`src/hw/vco_cal_timing_pkg.sv`:
```
// Constants for the calibration timing and temperature converter control block.
// Assumes register writes arrive one byte at a time from the serial port core.
//
// What this block does
// Each calibration decision step lasts 16 times the decision divider, in divided ticks.
// DAC settle timeout equals the 15-bit settle value, in divided reference ticks.
// Level control phase times out after the 15-bit level timeout value.
// Settle high bit 7 set double buffers manual core, band and bias overrides.
// Level high bit 7 set double buffers output invert and bleed controls.
// Software keeps converter clock under 400 kHz through the divider formula.
// Converter runs only with enable bit 1; conversions need permit bit 7.
// Auto convert bit set starts a conversion at each calibration start.
// Auto convert bit clear allows conversions only from the manual trigger.
// Divided reference clock comes from a 2-bit predivider: 1, 2, 4 or 8.
// Writing trigger bit 0 starts one converter conversion.
// Converter busy status bit 2 reads 1 during a conversion.
// Calibration busy status bit 1 reads 1 during a calibration.
// Converter clock period is four times divider plus two divided ticks.
// Timeouts and dividers are sampled at start; later writes do not alter counts.
package vco_cal_timing_pkg;
    localparam logic [7:0] OFS_DECISION   = 8'h37;
    localparam logic [7:0] OFS_SETTLE_LO  = 8'h38;
    localparam logic [7:0] OFS_SETTLE_HI  = 8'h39;
    localparam logic [7:0] OFS_LEVEL_LO   = 8'h3A;
    localparam logic [7:0] OFS_LEVEL_HI   = 8'h3B;
    localparam logic [7:0] OFS_CONV_DIV   = 8'h3E;
    localparam logic [7:0] OFS_CONV_CTRL  = 8'h3F;
    localparam logic [7:0] OFS_PREDIV     = 8'h4E;
    localparam logic [7:0] OFS_TRIGGER    = 8'h54;
    localparam logic [7:0] OFS_STATUS     = 8'h58;
    localparam logic [7:0] REG_RESET      = 8'h00;
    localparam int         BUF_BIT        = 7;
    localparam int         PERMIT_BIT     = 7;
    localparam int         ENABLE_BIT     = 1;
    localparam int         AUTO_BIT       = 0;
    localparam int         TRIGGER_BIT    = 0;
    localparam int         CONV_BUSY_BIT  = 2;
    localparam int         CAL_BUSY_BIT   = 1;
    localparam int         PREDIV_LSB     = 4;
    localparam int         DECISION_SHIFT = 4;
    localparam int         CONV_DIV_MUL   = 4;
    localparam int         CONV_DIV_ADD   = 2;
    typedef enum logic {
        CONV_IDLE = 1'b0,
        CONV_RUN  = 1'b1
    } conv_state_t;
endpackage

```
`src/hw/vco_cal_timing_adc_control.sv`:
```
// Calibration timing registers, predivider, timers and converter control.
// Assumes a synchronous byte register port and an outside calibration sequencer.
`timescale 1ns/100ps
module vco_cal_timing_adc_control #(
    parameter int VCO_OVR_W   = 16,
    parameter int DEL_CTRL_W  = 8,
    parameter int CONV_CLOCKS = 16
) (
    input  wire logic                  clk_in,
    input  wire logic                  nrst_in,
    input  wire logic                  reg_wr_in,
    input  wire logic [7:0]            reg_addr_in,
    input  wire logic [7:0]            reg_wdata_in,
    output logic      [7:0]            reg_rdata_out,
    input  wire logic                  cal_start_in,
    input  wire logic                  cal_busy_in,
    input  wire logic                  settle_start_in,
    input  wire logic                  level_start_in,
    output logic                       div_tick_out,
    output logic                       decision_done_out,
    output logic                       settle_done_out,
    output logic                       level_done_out,
    output logic                       conv_enable_out,
    output logic                       conv_start_out,
    output logic                       conv_clk_out,
    output logic                       conv_busy_out,
    input  wire logic [VCO_OVR_W-1:0]  vco_override_in,
    input  wire logic [DEL_CTRL_W-1:0] delay_ctrl_in,
    input  wire logic                  buffer_update_in,
    output logic      [VCO_OVR_W-1:0]  vco_override_out,
    output logic      [DEL_CTRL_W-1:0] delay_ctrl_out
);
    generate
        if (CONV_CLOCKS < 1 || CONV_CLOCKS > 255 || VCO_OVR_W < 1 || DEL_CTRL_W < 1) begin : g_chk
            $error("vco_cal_timing_adc_control: unsupported parameter value");
        end
    endgenerate
    // Register file
    logic [7:0] decision_reg, decision_next;
    logic [7:0] settle_lo_reg, settle_lo_next;
    logic [7:0] settle_hi_reg, settle_hi_next;
    logic [7:0] level_lo_reg, level_lo_next;
    logic [7:0] level_hi_reg, level_hi_next;
    logic [7:0] conv_div_reg, conv_div_next;
    logic [7:0] conv_ctrl_reg, conv_ctrl_next;
    logic [7:0] prediv_reg, prediv_next;
    logic [7:0] rdata_next;
    logic       trigger_wr;
    always_comb begin
        decision_next  = decision_reg;
        settle_lo_next = settle_lo_reg;
        settle_hi_next = settle_hi_reg;
        level_lo_next  = level_lo_reg;
        level_hi_next  = level_hi_reg;
        conv_div_next  = conv_div_reg;
        conv_ctrl_next = conv_ctrl_reg;
        prediv_next    = prediv_reg;
        if (reg_wr_in) begin
            unique case (reg_addr_in)
                vco_cal_timing_pkg::OFS_DECISION:  decision_next  = reg_wdata_in;
                vco_cal_timing_pkg::OFS_SETTLE_LO: settle_lo_next = reg_wdata_in;
                vco_cal_timing_pkg::OFS_SETTLE_HI: settle_hi_next = reg_wdata_in;
                vco_cal_timing_pkg::OFS_LEVEL_LO:  level_lo_next  = reg_wdata_in;
                vco_cal_timing_pkg::OFS_LEVEL_HI:  level_hi_next  = reg_wdata_in;
                vco_cal_timing_pkg::OFS_CONV_DIV:  conv_div_next  = reg_wdata_in;
                vco_cal_timing_pkg::OFS_CONV_CTRL: conv_ctrl_next = reg_wdata_in;
                vco_cal_timing_pkg::OFS_PREDIV:    prediv_next    = reg_wdata_in;
                default: ;
            endcase
        end
    end

    // Manual trigger is a write strobe, not stored
    assign trigger_wr = reg_wr_in && (reg_addr_in == vco_cal_timing_pkg::OFS_TRIGGER)
                        && reg_wdata_in[vco_cal_timing_pkg::TRIGGER_BIT];
    always_comb begin
        rdata_next = 8'h00;
        unique case (reg_addr_in)
            vco_cal_timing_pkg::OFS_DECISION:  rdata_next = decision_reg;
            vco_cal_timing_pkg::OFS_SETTLE_LO: rdata_next = settle_lo_reg;
            vco_cal_timing_pkg::OFS_SETTLE_HI: rdata_next = settle_hi_reg;
            vco_cal_timing_pkg::OFS_LEVEL_LO:  rdata_next = level_lo_reg;
            vco_cal_timing_pkg::OFS_LEVEL_HI:  rdata_next = level_hi_reg;
            vco_cal_timing_pkg::OFS_CONV_DIV:  rdata_next = conv_div_reg;
            vco_cal_timing_pkg::OFS_CONV_CTRL: rdata_next = conv_ctrl_reg;
            vco_cal_timing_pkg::OFS_PREDIV:    rdata_next = prediv_reg;
            vco_cal_timing_pkg::OFS_STATUS: begin
                rdata_next[vco_cal_timing_pkg::CONV_BUSY_BIT] = conv_busy_out;
                rdata_next[vco_cal_timing_pkg::CAL_BUSY_BIT]  = cal_busy_in;
            end
            default: ;
        endcase
    end
    always_ff @(posedge clk_in or negedge nrst_in) begin
        if (!nrst_in) begin
            decision_reg  <= vco_cal_timing_pkg::REG_RESET;
            settle_lo_reg <= vco_cal_timing_pkg::REG_RESET;
            settle_hi_reg <= vco_cal_timing_pkg::REG_RESET;
            level_lo_reg  <= vco_cal_timing_pkg::REG_RESET;
            level_hi_reg  <= vco_cal_timing_pkg::REG_RESET;
            conv_div_reg  <= vco_cal_timing_pkg::REG_RESET;
            conv_ctrl_reg <= vco_cal_timing_pkg::REG_RESET;
            prediv_reg    <= vco_cal_timing_pkg::REG_RESET;
            reg_rdata_out <= 8'h00;
        end else begin
            decision_reg  <= decision_next;
            settle_lo_reg <= settle_lo_next;
            settle_hi_reg <= settle_hi_next;
            level_lo_reg  <= level_lo_next;
            level_hi_reg  <= level_hi_next;
            conv_div_reg  <= conv_div_next;
            conv_ctrl_reg <= conv_ctrl_next;
            prediv_reg    <= prediv_next;
            reg_rdata_out <= rdata_next;
        end
    end
    // Predivider and calibration timers
    logic [2:0]  pre_cnt_reg, pre_cnt_next, pre_lim;
    logic [1:0]  pre_code;
    logic        tick;
    logic [11:0] dec_per_reg, dec_per_next, dec_cnt_reg, dec_cnt_next;
    logic [14:0] settle_cnt_reg, settle_cnt_next, level_cnt_reg, level_cnt_next;
    logic        dec_done_next, settle_done_next, level_done_next;
    logic [14:0] settle_val, level_val;
    logic [4:0]  dec_age_reg, dec_age_next; // Check helper, idle at 5'h1F
    assign pre_code   = prediv_reg[vco_cal_timing_pkg::PREDIV_LSB +: 2];
    assign pre_lim    = 3'((4'h1 << pre_code) - 4'h1);
    assign tick       = (pre_cnt_reg >= pre_lim);
    assign settle_val = {settle_hi_reg[6:0], settle_lo_reg};
    assign level_val  = {level_hi_reg[6:0], level_lo_reg};
    always_comb begin
        pre_cnt_next     = tick ? 3'h0 : pre_cnt_reg + 3'h1;
        dec_per_next     = dec_per_reg;
        dec_cnt_next     = dec_cnt_reg;
        settle_cnt_next  = settle_cnt_reg;
        level_cnt_next   = level_cnt_reg;
        dec_done_next    = 1'b0;
        settle_done_next = 1'b0;
        level_done_next  = 1'b0;
        dec_age_next     = 5'h1F;
        if (cal_start_in) begin
            dec_per_next = {decision_reg, 4'h0};
            dec_cnt_next = {decision_reg, 4'h0};
        end else if (!cal_busy_in) begin
            dec_cnt_next = 12'h000;
        end else if (tick && dec_cnt_reg != 12'h000) begin
            dec_cnt_next = dec_cnt_reg - 12'h001;
            if (dec_cnt_reg == 12'h001) begin
                dec_done_next = 1'b1;
                dec_cnt_next  = dec_per_reg;
            end
        end
        if (settle_start_in) begin
            settle_cnt_next = (settle_val == 15'h0000) ? 15'h0001 : settle_val;
        end else if (tick && settle_cnt_reg != 15'h0000) begin
            settle_cnt_next  = settle_cnt_reg - 15'h0001;
            settle_done_next = (settle_cnt_reg == 15'h0001);
        end
        if (level_start_in) begin
            level_cnt_next = (level_val == 15'h0000) ? 15'h0001 : level_val;
        end else if (tick && level_cnt_reg != 15'h0000) begin
            level_cnt_next  = level_cnt_reg - 15'h0001;
            level_done_next = (level_cnt_reg == 15'h0001);
        end
        if (cal_start_in) begin
            dec_age_next = (decision_reg == 8'h01 && pre_code == 2'b00) ? 5'h00 : 5'h1F;
        end else if (dec_age_reg < 5'h10 && cal_busy_in && pre_code == 2'b00) begin
            dec_age_next = dec_age_reg + 5'h01;
        end
    end
    always_ff @(posedge clk_in or negedge nrst_in) begin
        if (!nrst_in) begin
            pre_cnt_reg       <= 3'h0;
            dec_per_reg       <= 12'h000;
            dec_cnt_reg       <= 12'h000;
            settle_cnt_reg    <= 15'h0000;
            level_cnt_reg     <= 15'h0000;
            dec_age_reg       <= 5'h1F;
            div_tick_out      <= 1'b0;
            decision_done_out <= 1'b0;
            settle_done_out   <= 1'b0;
            level_done_out    <= 1'b0;
        end else begin
            pre_cnt_reg       <= pre_cnt_next;
            dec_per_reg       <= dec_per_next;
            dec_cnt_reg       <= dec_cnt_next;
            settle_cnt_reg    <= settle_cnt_next;
            level_cnt_reg     <= level_cnt_next;
            dec_age_reg       <= dec_age_next;
            div_tick_out      <= tick;
            decision_done_out <= dec_done_next;
            settle_done_out   <= settle_done_next;
            level_done_out    <= level_done_next;
        end
    end
    // Temperature converter sequencing
    vco_cal_timing_pkg::conv_state_t conv_state_reg, conv_state_next;
    logic [9:0] cper_reg, cper_next, ccnt_reg, ccnt_next;
    logic [7:0] edges_reg, edges_next;
    logic       conv_en, conv_permit, start_req, clk_edge_next;
    assign conv_en     = conv_ctrl_reg[vco_cal_timing_pkg::ENABLE_BIT];
    assign conv_permit = conv_ctrl_reg[vco_cal_timing_pkg::PERMIT_BIT];
    assign start_req   = trigger_wr
                         || (cal_start_in && conv_ctrl_reg[vco_cal_timing_pkg::AUTO_BIT]);
    always_comb begin
        conv_state_next = conv_state_reg;
        cper_next       = cper_reg;
        ccnt_next       = ccnt_reg;
        edges_next      = edges_reg;
        clk_edge_next   = 1'b0;
        unique case (conv_state_reg)
            vco_cal_timing_pkg::CONV_IDLE: begin
                if (start_req && conv_en && conv_permit) begin
                    conv_state_next = vco_cal_timing_pkg::CONV_RUN;
                    cper_next = 10'(vco_cal_timing_pkg::CONV_DIV_MUL * conv_div_reg
                                    + vco_cal_timing_pkg::CONV_DIV_ADD);
                    ccnt_next  = 10'h000;
                    edges_next = 8'h00;
                end
            end
            vco_cal_timing_pkg::CONV_RUN: begin
                if (!conv_en || !conv_permit) begin
                    conv_state_next = vco_cal_timing_pkg::CONV_IDLE;
                end else if (tick) begin
                    ccnt_next = ccnt_reg + 10'h001;
                    if (ccnt_reg == cper_reg - 10'h001) begin
                        ccnt_next     = 10'h000;
                        clk_edge_next = 1'b1;
                        edges_next    = edges_reg + 8'h01;
                        if (edges_reg == 8'(CONV_CLOCKS - 1)) begin
                            conv_state_next = vco_cal_timing_pkg::CONV_IDLE;
                        end
                    end
                end
            end
        endcase
    end

    always_ff @(posedge clk_in or negedge nrst_in) begin
        if (!nrst_in) begin
            conv_state_reg  <= vco_cal_timing_pkg::CONV_IDLE;
            cper_reg        <= 10'h000;
            ccnt_reg        <= 10'h000;
            edges_reg       <= 8'h00;
            conv_clk_out    <= 1'b0;
            conv_start_out  <= 1'b0;
            conv_busy_out   <= 1'b0;
            conv_enable_out <= 1'b0;
        end else begin
            conv_state_reg  <= conv_state_next;
            cper_reg        <= cper_next;
            ccnt_reg        <= ccnt_next;
            edges_reg       <= edges_next;
            conv_clk_out    <= clk_edge_next;
            conv_start_out  <= (conv_state_reg == vco_cal_timing_pkg::CONV_IDLE)
                               && (conv_state_next == vco_cal_timing_pkg::CONV_RUN);
            conv_busy_out   <= (conv_state_next == vco_cal_timing_pkg::CONV_RUN);
            conv_enable_out <= conv_ctrl_next[vco_cal_timing_pkg::ENABLE_BIT];
        end
    end

    // Double buffered override paths
    logic [VCO_OVR_W-1:0]  vco_hold_reg, vco_hold_next;
    logic [DEL_CTRL_W-1:0] del_hold_reg, del_hold_next;
    logic                  vco_db, del_db;
    assign vco_db = settle_hi_reg[vco_cal_timing_pkg::BUF_BIT];
    assign del_db = level_hi_reg[vco_cal_timing_pkg::BUF_BIT];
    always_comb begin
        vco_hold_next = buffer_update_in ? vco_override_in : vco_hold_reg;
        del_hold_next = buffer_update_in ? delay_ctrl_in : del_hold_reg;
    end
    always_ff @(posedge clk_in or negedge nrst_in) begin
        if (!nrst_in) begin
            vco_hold_reg     <= '0;
            del_hold_reg     <= '0;
            vco_override_out <= '0;
            delay_ctrl_out   <= '0;
        end else begin
            vco_hold_reg     <= vco_hold_next;
            del_hold_reg     <= del_hold_next;
            vco_override_out <= vco_db ? vco_hold_next : vco_override_in;
            delay_ctrl_out   <= del_db ? del_hold_next : delay_ctrl_in;
        end
    end

    // Checks
    a_start_needs_permit: assert property (@(posedge clk_in) disable iff (!nrst_in)
        conv_start_out |-> $past(conv_en && conv_permit))
        else $error("conversion started without enable and permit");
    a_permit_blocks: assert property (@(posedge clk_in) disable iff (!nrst_in)
        (!conv_permit && conv_state_reg == vco_cal_timing_pkg::CONV_IDLE) |=> !conv_busy_out)
        else $error("conversion ran with permit clear");
    a_auto_start: assert property (@(posedge clk_in) disable iff (!nrst_in)
        (cal_start_in && conv_ctrl_reg[0] && conv_en && conv_permit && !conv_busy_out
         && conv_state_reg == vco_cal_timing_pkg::CONV_IDLE) |=> conv_start_out)
        else $error("auto conversion missing at calibration start");
    a_no_auto_start: assert property (@(posedge clk_in) disable iff (!nrst_in)
        (conv_start_out && !$past(trigger_wr)) |-> $past(conv_ctrl_reg[0] && cal_start_in))
        else $error("conversion started without a trigger");
    a_trigger_start: assert property (@(posedge clk_in) disable iff (!nrst_in)
        (trigger_wr && conv_en && conv_permit
         && conv_state_reg == vco_cal_timing_pkg::CONV_IDLE) |=> conv_start_out ##1 conv_busy_out)
        else $error("manual trigger did not start a conversion");
    a_busy_status: assert property (@(posedge clk_in) disable iff (!nrst_in)
        (reg_addr_in == vco_cal_timing_pkg::OFS_STATUS) |=> reg_rdata_out[2] == $past(conv_busy_out))
        else $error("converter busy status wrong");
    a_cal_status: assert property (@(posedge clk_in) disable iff (!nrst_in)
        (reg_addr_in == vco_cal_timing_pkg::OFS_STATUS) |=> reg_rdata_out[1] == $past(cal_busy_in))
        else $error("calibration busy status wrong");
    a_prediv_one: assert property (@(posedge clk_in) disable iff (!nrst_in)
        (pre_code == 2'b00 && $stable(pre_code)) |=> div_tick_out)
        else $error("divide by one not ticking every cycle");
    a_settle_one: assert property (@(posedge clk_in) disable iff (!nrst_in)
        (settle_start_in && settle_val == 15'h0001 && pre_code == 2'b00) ##1
        (pre_code == 2'b00 && !settle_start_in) |=> settle_done_out)
        else $error("settle timeout of one tick missed");
    a_level_one: assert property (@(posedge clk_in) disable iff (!nrst_in)
        (level_start_in && level_val == 15'h0001 && pre_code == 2'b00) ##1
        (pre_code == 2'b00 && !level_start_in) |=> level_done_out)
        else $error("level timeout of one tick missed");
    a_decision_len: assert property (@(posedge clk_in) disable iff (!nrst_in)
        (dec_age_reg == 5'h10) |-> decision_done_out)
        else $error("decision step length wrong");
    a_vco_direct: assert property (@(posedge clk_in) disable iff (!nrst_in)
        !vco_db |=> vco_override_out == $past(vco_override_in))
        else $error("override not passed directly");
    a_del_hold: assert property (@(posedge clk_in) disable iff (!nrst_in)
        (del_db && !buffer_update_in) |=> delay_ctrl_out == $past(del_hold_reg))
        else $error("buffered delay control changed without update");
    c_manual_conv: cover property (@(posedge clk_in) disable iff (!nrst_in)
        trigger_wr ##[1:3] conv_start_out);
    c_auto_conv: cover property (@(posedge clk_in) disable iff (!nrst_in)
        cal_start_in ##1 conv_start_out);
    c_conv_clock: cover property (@(posedge clk_in) disable iff (!nrst_in)
        conv_busy_out ##1 conv_clk_out);
endmodule

```
`config.mk`:
```
export PLATFORM = sky130hd
export DESIGN_NAME = vco_cal_timing_adc_control
export DESIGN_NICKNAME = d
export VERILOG_FILES = /design/src/hw/vco_cal_timing_pkg.sv /design/src/hw/vco_cal_timing_adc_control.sv
export SDC_FILE = /design/constraint.sdc
export NUM_CORES = 1
export LEC_CHECK = 0
export BUFFER_PORTS_ARGS = -buffer_cell sky130_fd_sc_hd__buf_2
export CORE_MARGIN = 3
export CORE_UTILIZATION = 50
export DETAILED_ROUTE_END_ITERATION = 6
export PLACE_DENSITY_LB_ADDON = 0.1
export SLEW_MARGIN = 20
export SYNTH_ARGS = -nofsm -noshare
export SYNTH_HDL_FRONTEND = slang
export SYNTH_SLANG_ARGS = --single-unit
export TNS_END_PERCENT = 30
```
`constraint.sdc`:
```
create_clock -name clk_in -period 3.7 [get_ports clk_in]
set_input_delay 0.74 -clock clk_in [delete_from_list [all_inputs] [get_ports clk_in]]
set_output_delay 0.74 -clock clk_in [all_outputs]
set_load 0.01 [all_outputs]
```
==> impl_metrics.toml, run 1 <==
[setup_path]
crit_arrival_ns = 3.15
cp.depth = 9
cp-end-kind = "register"
cp_cell_sequence = "or2_2 > ha_1 > nor2b_1 > o21a_1 > inv_1 > nand2_1 > nand2_1 > nor2_1 > a31oi_1"
crit_path_top_delay_cell = "inv_1"
crit_type = "register to register"
crit_fanout = 11
cp-start-kind = "register"
critPathBufInv = 1
r2r_cells = 9
slowest_delay_ns = 0.43
crit_family = "simple AND/OR/NAND/NOR gates"
cp_common_cell = "nand2_1"
cp.required_ns = 4.11

[placement]
port_buffers = 87
post-dp-hpwl_mm = 15.96
dp.cells = 1208
gp_congestion = 0.9013

[sta]
hold_viol = 0
slew-limit-headroom_pct = 40.41
maxSlewViolCount = 0
finClkSkew_ns = 0.01303
setup_violations = 0
worst_slew_pin_slew_ns = 0.8857
tns_ns = 0
layout_min_cycle_time_ns = 2.744
rsz0062_at_grt = "false"
max_freq_mhz = 364.4
fin_crit_sh_pct = 74.17

[global_routing]
grt_pass1_vias = 7042
grt_usage_pct = 21.19
grt_max_degree = 84
antenna_found_initial = 0
grt_pass1_wl_mm = 37.84
gr-total-overflow = 0

[pwr]
p_leak_nw = 5.240
p_total_mw = 6.490
powerDensity_nw_per_um2 = 570.0
peakVddDrop_v = 0.0004221

[layout]
antenna_cells = 0
final_layout_size_suffix_gt1_share_pct = 27.86
synthToLayoutAreaGrowth_pct = 15.00
final_cells = 1247
multiInputGateArea_um2 = 4453
nFillCells = 1578
post-route-util_pct = 59.67
seqCellArea_um2 = 5180
layout.nets = 1034

[outcome]
run_status = "finished clean"

[route]
top_layer = "met4"
finalWirelength_mm = 22.84
first_pass_iters = 5
viasPerCell = 5.710
vias = 7120
drtIter0Drc = 516
ant_nets = 0
drc = 0
wl_per_cell_um = 18.32
wl_met1_mm = 10.64
dr_wl_met3_um = 984
wl_met2_mm = 10.73

[logic_synthesis]
ys_warn_count = 0
syn_inst = 882
syn_nets = 943
syn_area_um2 = 9901
yosysUniqueCellTypes = 71
synth_edf_count = 0
synth_area_leaders = "dfrtp_1 (52%), mux2_2 (14%), nand2_1 (2.7%)"
seq_area_frac_synth_pct = 52.32
avgSynthCellArea_um2 = 11.23
synth-seq-cells = 207
ys.flop_type = "dfrtp_1"
ys_top_cells_by_count = "dfrtp_1 (207), mux2_2 (123), nand2_1 (72)"
yosys.area.top_type_share_pct = 52.32
synth.most_common_cell = "dfrtp_1"
synthArstFlopShare_pct = 100.0
synth_area_leader_cell = "dfrtp_1"

[cts]
clk_latency_ns = 0.50
cts-root-buf = "clkbuf_16"
cts_tree = "done"
cts_resized = 0
ctsHoldBuffers = 0
cts-htree-levels = 1
clk_path_buf_depth = 3
clk_pin_slew_ns = 0.06
postCtsSetupRepairBufs = 0
clkSinkCount = 207
cts_made_buffers = 23

[floorplan]
fp.dieW_um = 146.7
rows = 50
die_h_um = 146.7
start_util_pct = 51.89
io_pins = 88
core_area_um2 = 19080
die_area_um2 = 21530

[hold_path]
hold_path_class = "primary input to async pin"

[run]
drv_cap = 0
## final cells by class
class / instances / area share (%)
Clock inverter: 5 / 0.7143
Clock buffer: 34 / 5.945
Multi-Input combinational cell: 613 / 39.11
Sequential cell: 207 / 45.49
Tap cell: 260 / 2.857
Timing Repair Buffer: 99 / 4.923
Inverter: 29 / 0.9560
## path summary, 6_finish.rpt
path | start | endpoint | slack [ns]
worst max register to register | prediv_reg[4] | dec_cnt_reg[8] | 0.96
worst min-delay path | nrst_in | ccnt_reg[5] | 0.23
worst min register to register | pre_cnt_reg[0] | pre_cnt_reg[0] | 0.46
max in group asynchronous | nrst_in | settle_hi_reg[6] | 2.66
min in group clk_in | pre_cnt_reg[0] | pre_cnt_reg[0] | 0.46
worst max-delay path | prediv_reg[4] | dec_cnt_reg[8] | 0.96
## where the power goes
part	switching [mW]	leakage [nW]	internal, mW	total, mW
registers	0.250	2.67	2.52	2.77
logic	0.826	2.20	0.622	1.45
clock network	0.875	0.369	1.40	2.27
total	1.95	5.24	4.54	6.49
## layout by cell type (no fill, tap or decap), types with 10 or more instances in the layout
cell       synthesis  routed
a21oi_1           32      32
a22oi_1           24      24
buf_2              2      86
buf_4              0      10
clkbuf_16          0      23
dfrtp_1          207     207
ha_1              13      13
inv_1             29      29
mux2_2           123     123
mux2i_1           10      10
nand2_1           72      72
nand3_1           21      21
nand4_1           14      14
nor2_1            52      52
nor3_1            24      24
nor4_1            17      17
o21ai_0           43      43
xnor2_1           21      21
xor2_1            15      15
## stage by stage
step / cell area [um^2] / hold slack (ns) / setup slack (ns)
floorplan: 9901 / 0.4322 / 1.237
global placement: 10630 / 0.4540 / 0.8168
detailed placement: 10630 / 0.4574 / 0.7498
CTS: 11390 / 0.2580 / 0.9506
global route: 11390 / 0.2677 / 0.7321
finish: 11390 / 0.2281 / 0.9558
## per-layer routing
layer	vias to the layer above	track usage, %
met3	36	3.023
met2	160	34.02
li1	3403	-
met4	0	4.939
met5	-	0
met1	3521	30.77
## kinds of logic after synthesis
kind of cell / Yosys count / share of synthesized area, %
flip-flops: 207 / 52.32
buffers and inverters: 62 / 2.704
multiplexers: 133 / 15.00
XOR/XNOR: 37 / 3.349
AO/OA/AOI/OAI: 163 / 10.93
adder cells (fa/ha/maj): 13 / 1.643
AND/OR/NAND/NOR: 267 / 14.05
(Power assumes the default switching activity.)
==> run 2: changes to the inputs <==
- ABC_AREA: default -> 1
- clock period: 3.7 -> 2.4 ns (I/O delays scaled with it)
==> run 2 against run 1 <==
  * Core utilization fell by 0.56 points
  * Clock power grew 63%
  * Sequential power is 57% higher
  * Non-clock buffer count is 7 higher
  * Critical path type unchanged
==> impl_metrics.toml, run 2 <==
[outcome]
run_status = "finished clean"

[global_routing]
grt_max_degree = 55
grt_usage_pct = 23.42
grt_pass1_vias = 8359
antenna_found_initial = 0
grt_pass1_wl_mm = 43.61
gr-total-overflow = 0

[setup_path]
r2r_cells = 11
cp-start-kind = "register"
r2r-start = "prediv_reg[5]"
cp.required_ns = 2.79
crit_family = "simple AND/OR/NAND/NOR gates"
r2r_slack_ns = 0.26
cp_cell_sequence = "inv_1 > nand2_1 > ha_1 > nand3b_1 > nand3_2 > buf_4 > nand2_1 > inv_1 > nand4_4 > nand2_2 > nor2_1"
crit_path_top_delay_cell = "dfrtp_1"
crit_type = "register to register"
slowest_delay_ns = 0.37
cp-end-kind = "register"
crit_arrival_ns = 2.53
regToRegEndpoint = "ccnt_reg[6]"
critPathBufInv = 3
crit_fanout = 9
cp.depth = 11

[logic_synthesis]
syn_inst = 1320
seq_area_frac_synth_pct = 48.74
avgSynthCellArea_um2 = 8.051
synth_area_leaders = "dfrtp_1 (49%), nand2_1 (12%), o21ai_0 (5.1%)"
synth-seq-cells = 207
synth_area_leader_cell = "dfrtp_1"
ys_top_cells_by_count = "nand2_1 (343), dfrtp_1 (207), inv_1 (138)"
ys.flop_type = "dfrtp_1"
yosys.area.top_type_share_pct = 48.74
syn_area_um2 = 10630
synthArstFlopShare_pct = 100.0
yosysUniqueCellTypes = 52
syn_nets = 1381
ys_warn_count = 0
synth.most_common_cell = "nand2_1"
synth_edf_count = 0

[cts]
cts-root-buf = "clkbuf_16"
clk_pin_slew_ns = 0.06
clkSinkCount = 207
cts_tree = "done"
cts-htree-levels = 1
cts_made_buffers = 23
clk_latency_ns = 0.50
clk_path_buf_depth = 3
cts_resized = 0

[placement]
port_buffers = 87
gp_congestion = 0.9249
post-dp-hpwl_mm = 19.20
place_area_um2 = 11350

[route]
wl_per_cell_um = 15.58
drc = 0
first_pass_iters = 5
drtIter0Drc = 772
ant_nets = 0
finalWirelength_mm = 26.46
vias = 8958
viasPerCell = 5.273

[hold_path]
hold_end = "prediv_reg[4]"
min_path_cells = 3
hold_path_class = "primary input to register"
hold_start = "reg_wdata_in[4]"

[pwr]
p_leak_nw = 6.060
peakVddDrop_v = 0.0005665
powerDensity_nw_per_um2 = 877.0

[floorplan]
die_h_um = 151.8
io_pins = 88
rows = 52
start_util_pct = 51.69
die_area_um2 = 23040
core_area_um2 = 20560
fp.dieW_um = 151.8

[sta]
hold_viol = 0
fin_crit_sh_pct = 89.14
finClkSkew_ns = 0.01310
hold-worst-slack_ns = 0.2163
layout_min_cycle_time_ns = 2.139
tns_ns = 0
maxSlewViolCount = 0
rsz0062_at_grt = "false"
worst_slew_pin_slew_ns = 0.6178
slew-limit-headroom_pct = 58.82
setup_violations = 0
max_freq_mhz = 467.4

[run]
drv_cap = 0

[layout]
final_common_cell = "nand2_1"
synthToLayoutAreaGrowth_pct = 14.36
layout.nets = 1475
antenna_cells = 0
nFillCells = 1890
final_cell_mix = "nand2_1 (343), dfrtp_1 (207), inv_1 (138), nor2_1 (116), o21ai_0 (109)"
finalInstanceArea_um2 = 12150
final_layout_size_suffix_gt1_share_pct = 14.98
[run 2: cell count changes after synthesis, sizes merged, moves of 9 or more]
cell and delta:
mux2 -123, nand3 +65, nor2b -9, a21oi +28, nand2 +290, clkbuf -11, inv +118, a22oi -23
mux2i -9, xnor2 -17, o21ai +114, buf +15, nor2 +77
[run 2: through the flow]
| step | setup WS (ns) | utilization [%] | instances | power (mW) |
|---|---|---|---|---|
| 2_1_floorplan | 0.6388 | - | 1320 | 6.280 |
| 3_3_place_gp | 0.3003 | 55.22 | 1658 | 6.969 |
| 3_5_place_dp | 0.2687 | 55.22 | 1658 | 7.015 |
| 4_1_cts | 0.2548 | 59.12 | 1699 | 10.74 |
| 5_1_grt | 0.09919 | 59.12 | 1699 | 11.38 |
| 6_report | 0.2607 | 59.12 | 1699 | 10.66 |
[run 2: report_power, final]
part | internal [mW] | total (mW) | switching [mW] | leakage [nW]
logic | 0.915 | 2.62 | 1.71 | 3.10
clock network | 2.30 | 3.69 | 1.39 | 0.393
registers | 3.95 | 4.34 | 0.386 | 2.57
total | 7.17 | 10.7 | 3.49 | 6.06
[run 2: final cells by class]
class                           instances  area [um^2]  share of cell area (%)
Sequential cell                       207         5180                   42.62
Clock inverter                          9        145.1                   1.194
Timing Repair Buffer                  106        628.1                   5.168
Inverter                              151        569.3                   4.684
Tap cell                              270        337.8                   2.779
Clock buffer                           31        645.6                   5.312
Multi-Input combinational cell        925         4648                   38.24
[run 2: worst max path at each step]
stage	from	endpoint
6_report	prediv_reg[5]	ccnt_reg[6]
5_1_grt	prediv_reg[5]	ccnt_reg[3]
4_1_cts	prediv_reg[5]	ccnt_reg[6]
3_5_place_dp	prediv_reg[5]	ccnt_reg[6]
3_3_place_gp	reg_addr_in[7]	reg_rdata_out[0]
2_1_floorplan	pre_cnt_reg[2]	dec_cnt_reg[2]
[run 2: logic make-up (layout without fill, tap and decap cells)]
kind of cell / Yosys count / after routing / share of synthesized area, %
XOR/XNOR: 23 / 23 / 1.895
AND/OR/NAND/NOR: 641 / 641 / 27.34
AO/OA/AOI/OAI: 247 / 247 / 12.88
buffers and inverters: 188 / 297 / 7.523
multiplexers: 1 / 1 / 0.09419
adder cells (fa/ha/maj): 13 / 13 / 1.531
flip-flops: 207 / 207 / 48.74
[run 2: tightest hold or removal path, cell delays in order]
cell	delay, ns
buf_2	0.10
nand2_1	0.05
o21ai_0	0.05
[run 2: what timing repair did]
action | 4_1_cts | 5_1_grt
hold buffers | 1 | 0
setup buffers | 0 | 0
hold endpoints to repair | 49 | 0
[run 2: metal layers]
layer  share of wire [%]  global-route usage [%]  vias up
met4                 1.5                   4.043        0
met3                 6.3                   3.331       29
li1                    -                       -     4475
met1                  49                   36.26     4203
met5                   0                       0        -
met2                  44                   35.60      251
==> run 3: changes to the inputs <==
- PLACE_DENSITY: default -> 0.68
- PLACE_DENSITY_LB_ADDON: 0.1 -> default
==> run 3 against run 2 <==
  * Combinational power about the same
  * Via count up 0.45%
  * Global-route usage shrank 0.48 points
  * Sequential share of layout area grew 0.21 points
  * Flip-flop and latch count unchanged
  * Clock skew decreased by 0.0039 ns
  * Non-clock buffer count did not move
  * First-iteration DRC count decreased by 0.13%
  * Fmax is 1.3% lower
  * Largest cell class unchanged
  * Sequential power about the same
  * Cell area shrank 0.49%
==> impl_metrics.toml, run 3 (synthesized netlist as in run 2, its figures left out) <==
[setup_path]
cp_cell_sequence = "inv_1 > nand2_1 > ha_1 > nand3_1 > nand3_2 > buf_4 > nand2_1 > inv_1 > nand4_4 > nand2_2 > nor2_1"
crit_family = "simple AND/OR/NAND/NOR gates"
cp-start-kind = "register"
r2r_cells = 11
critPathBufInv = 3
slowest_delay_ns = 0.37
crit_arrival_ns = 2.58
crit_fanout = 9
cp.depth = 11
cp-end-kind = "register"
cp.required_ns = 2.81
crit_type = "register to register"
crit_path_top_delay_cell = "dfrtp_1"

[cts]
clk_latency_ns = 0.52
clkSinkCount = 207
clk_pin_slew_ns = 0.06
cts_tree = "done"
cts-root-buf = "clkbuf_16"
postCtsSetupRepairBufs = 0
cts_made_buffers = 24
cts-htree-levels = 1
cts_resized = 0
clk_path_buf_depth = 3

[route]
viasPerCell = 5.299
vias = 8998
finalWirelength_mm = 26.20
drtIter0Drc = 771
drc = 0
wl_per_cell_um = 15.43
first_pass_iters = 5
ant_nets = 0

[sta]
worst_slew_pin_slew_ns = 0.6689
rsz0062_at_grt = "false"
tns_ns = 0
slew-limit-headroom_pct = 55.31
fin_crit_sh_pct = 90.35
setup_violations = 0
finalWorstSetupSlack_ns = 0.2316
finClkSkew_ns = 0.009234
max_freq_mhz = 461.2
maxSlewViolCount = 0
layout_min_cycle_time_ns = 2.168
hold_viol = 0

[global_routing]
antenna_found_initial = 0
grt_pass1_vias = 8343
grt_max_degree = 49
grt_pass1_wl_mm = 42.40
grt_usage_pct = 22.94
gr-total-overflow = 0

[layout]
multiInputGateArea_um2 = 4648
nFillCells = 1886
final_common_cell = "nand2_1"
layout.nets = 1476
seqCellArea_um2 = 5180
synthToLayoutAreaGrowth_pct = 13.80
final_layout_size_suffix_gt1_share_pct = 14.78
antenna_cells = 0
finalInstanceArea_um2 = 12090
final_cells = 1698
final_cell_mix = "nand2_1 (343), dfrtp_1 (207), inv_1 (138), nor2_1 (116), o21ai_0 (109)"

[pwr]
powerDensity_nw_per_um2 = 857.7
p_total_mw = 10.37
p_leak_nw = 6.028
peakVddDrop_v = 0.0005313

[placement]
place_area_um2 = 11350
port_buffers = 87
dp_worst_setup_slack_ns = 0.1509
dp.cells = 1658
gp_congestion = 0.9212
post-dp-hpwl_mm = 18.82

[floorplan]
die_h_um = 151.8
start_util_pct = 51.69
die_area_um2 = 23040
fp.dieW_um = 151.8
core_area_um2 = 20560
io_pins = 88
rows = 52

[run]
drv_cap = 0

[hold_path]
min_path_cells = 3
hold_path_class = "primary input to register"

[outcome]
run_status = "finished clean"
run 3: cell types whose count changed in the layout (fill, tap and decap cells not counted), sizes merged:
cell,delta
buf,-1
clkbuf,+6
bufinv,-4
clkinv,-2
run 3: power breakdown:
part / internal (mW) / leakage [nW] / total (mW) / switching [mW]
Sequential: 3.96 / 2.57 / 4.34 / 0.389
Combinational: 0.911 / 3.10 / 2.62 / 1.70
Clock: 2.01 / 0.361 / 3.41 / 1.40
Total: 6.88 / 6.03 / 10.4 / 3.50
run 3: worst paths after layout:
check | slack (ns) | start | endpoint
worst max register to register | 0.23 | prediv_reg[5] | ccnt_reg[4]
max in group asynchronous | 1.29 | nrst_in | vco_override_out[0]
worst min register to register | 0.46 | pre_cnt_reg[0] | pre_cnt_reg[0]
worst max-delay path | 0.23 | prediv_reg[5] | ccnt_reg[4]
min in group asynchronous | 0.46 | nrst_in | vco_override_out[9]
worst min-delay path | 0.21 | reg_wdata_in[5] | prediv_reg[5]
run 3: layer usage:
metal	global-route usage [%]	wire (um)
met1	33.68	12270
met2	36.20	11870
met3	2.855	1410
met4	5.975	650
met5	1.136	0
run 3: worst reg2reg max path, cell delays in order (launching register included):
cell	delay, ns
dfrtp_1	0.37
inv_1	0.14
nand2_1	0.08
ha_1	0.27
nand3_1	0.11
nand3_2	0.19
buf_4	0.24
nand2_1	0.07
inv_1	0.16
nand4_4	0.21
nand2_2	0.16
nor2_1	0.05
run 3: area by class of cell:
| class | count | share of cell area [%] |
|---|---|---|
| Clock buffer | 36 | 5.835 |
| Clock inverter | 3 | 0.2173 |
| Inverter | 151 | 4.707 |
| Multi-Input combinational cell | 925 | 38.43 |
| Sequential cell | 207 | 42.83 |
| Tap cell | 270 | 2.793 |
| Timing Repair Buffer | 106 | 5.183 |
run 3: what timing repair did:
item,in CTS,in global routing
endpoints found under the hold margin,39,0
hold buffers,1,0
endpoints found under the setup margin,0,0
run 3: per-stage QoR:
stage	hold slack (ns)	util (%)
after global routing	0.2172	58.82
final	0.2071	58.82
after detailed placement	0.4564	55.22
after floorplan	0.1844	-
after global placement	0.4496	55.22
after CTS	0.1973	58.82
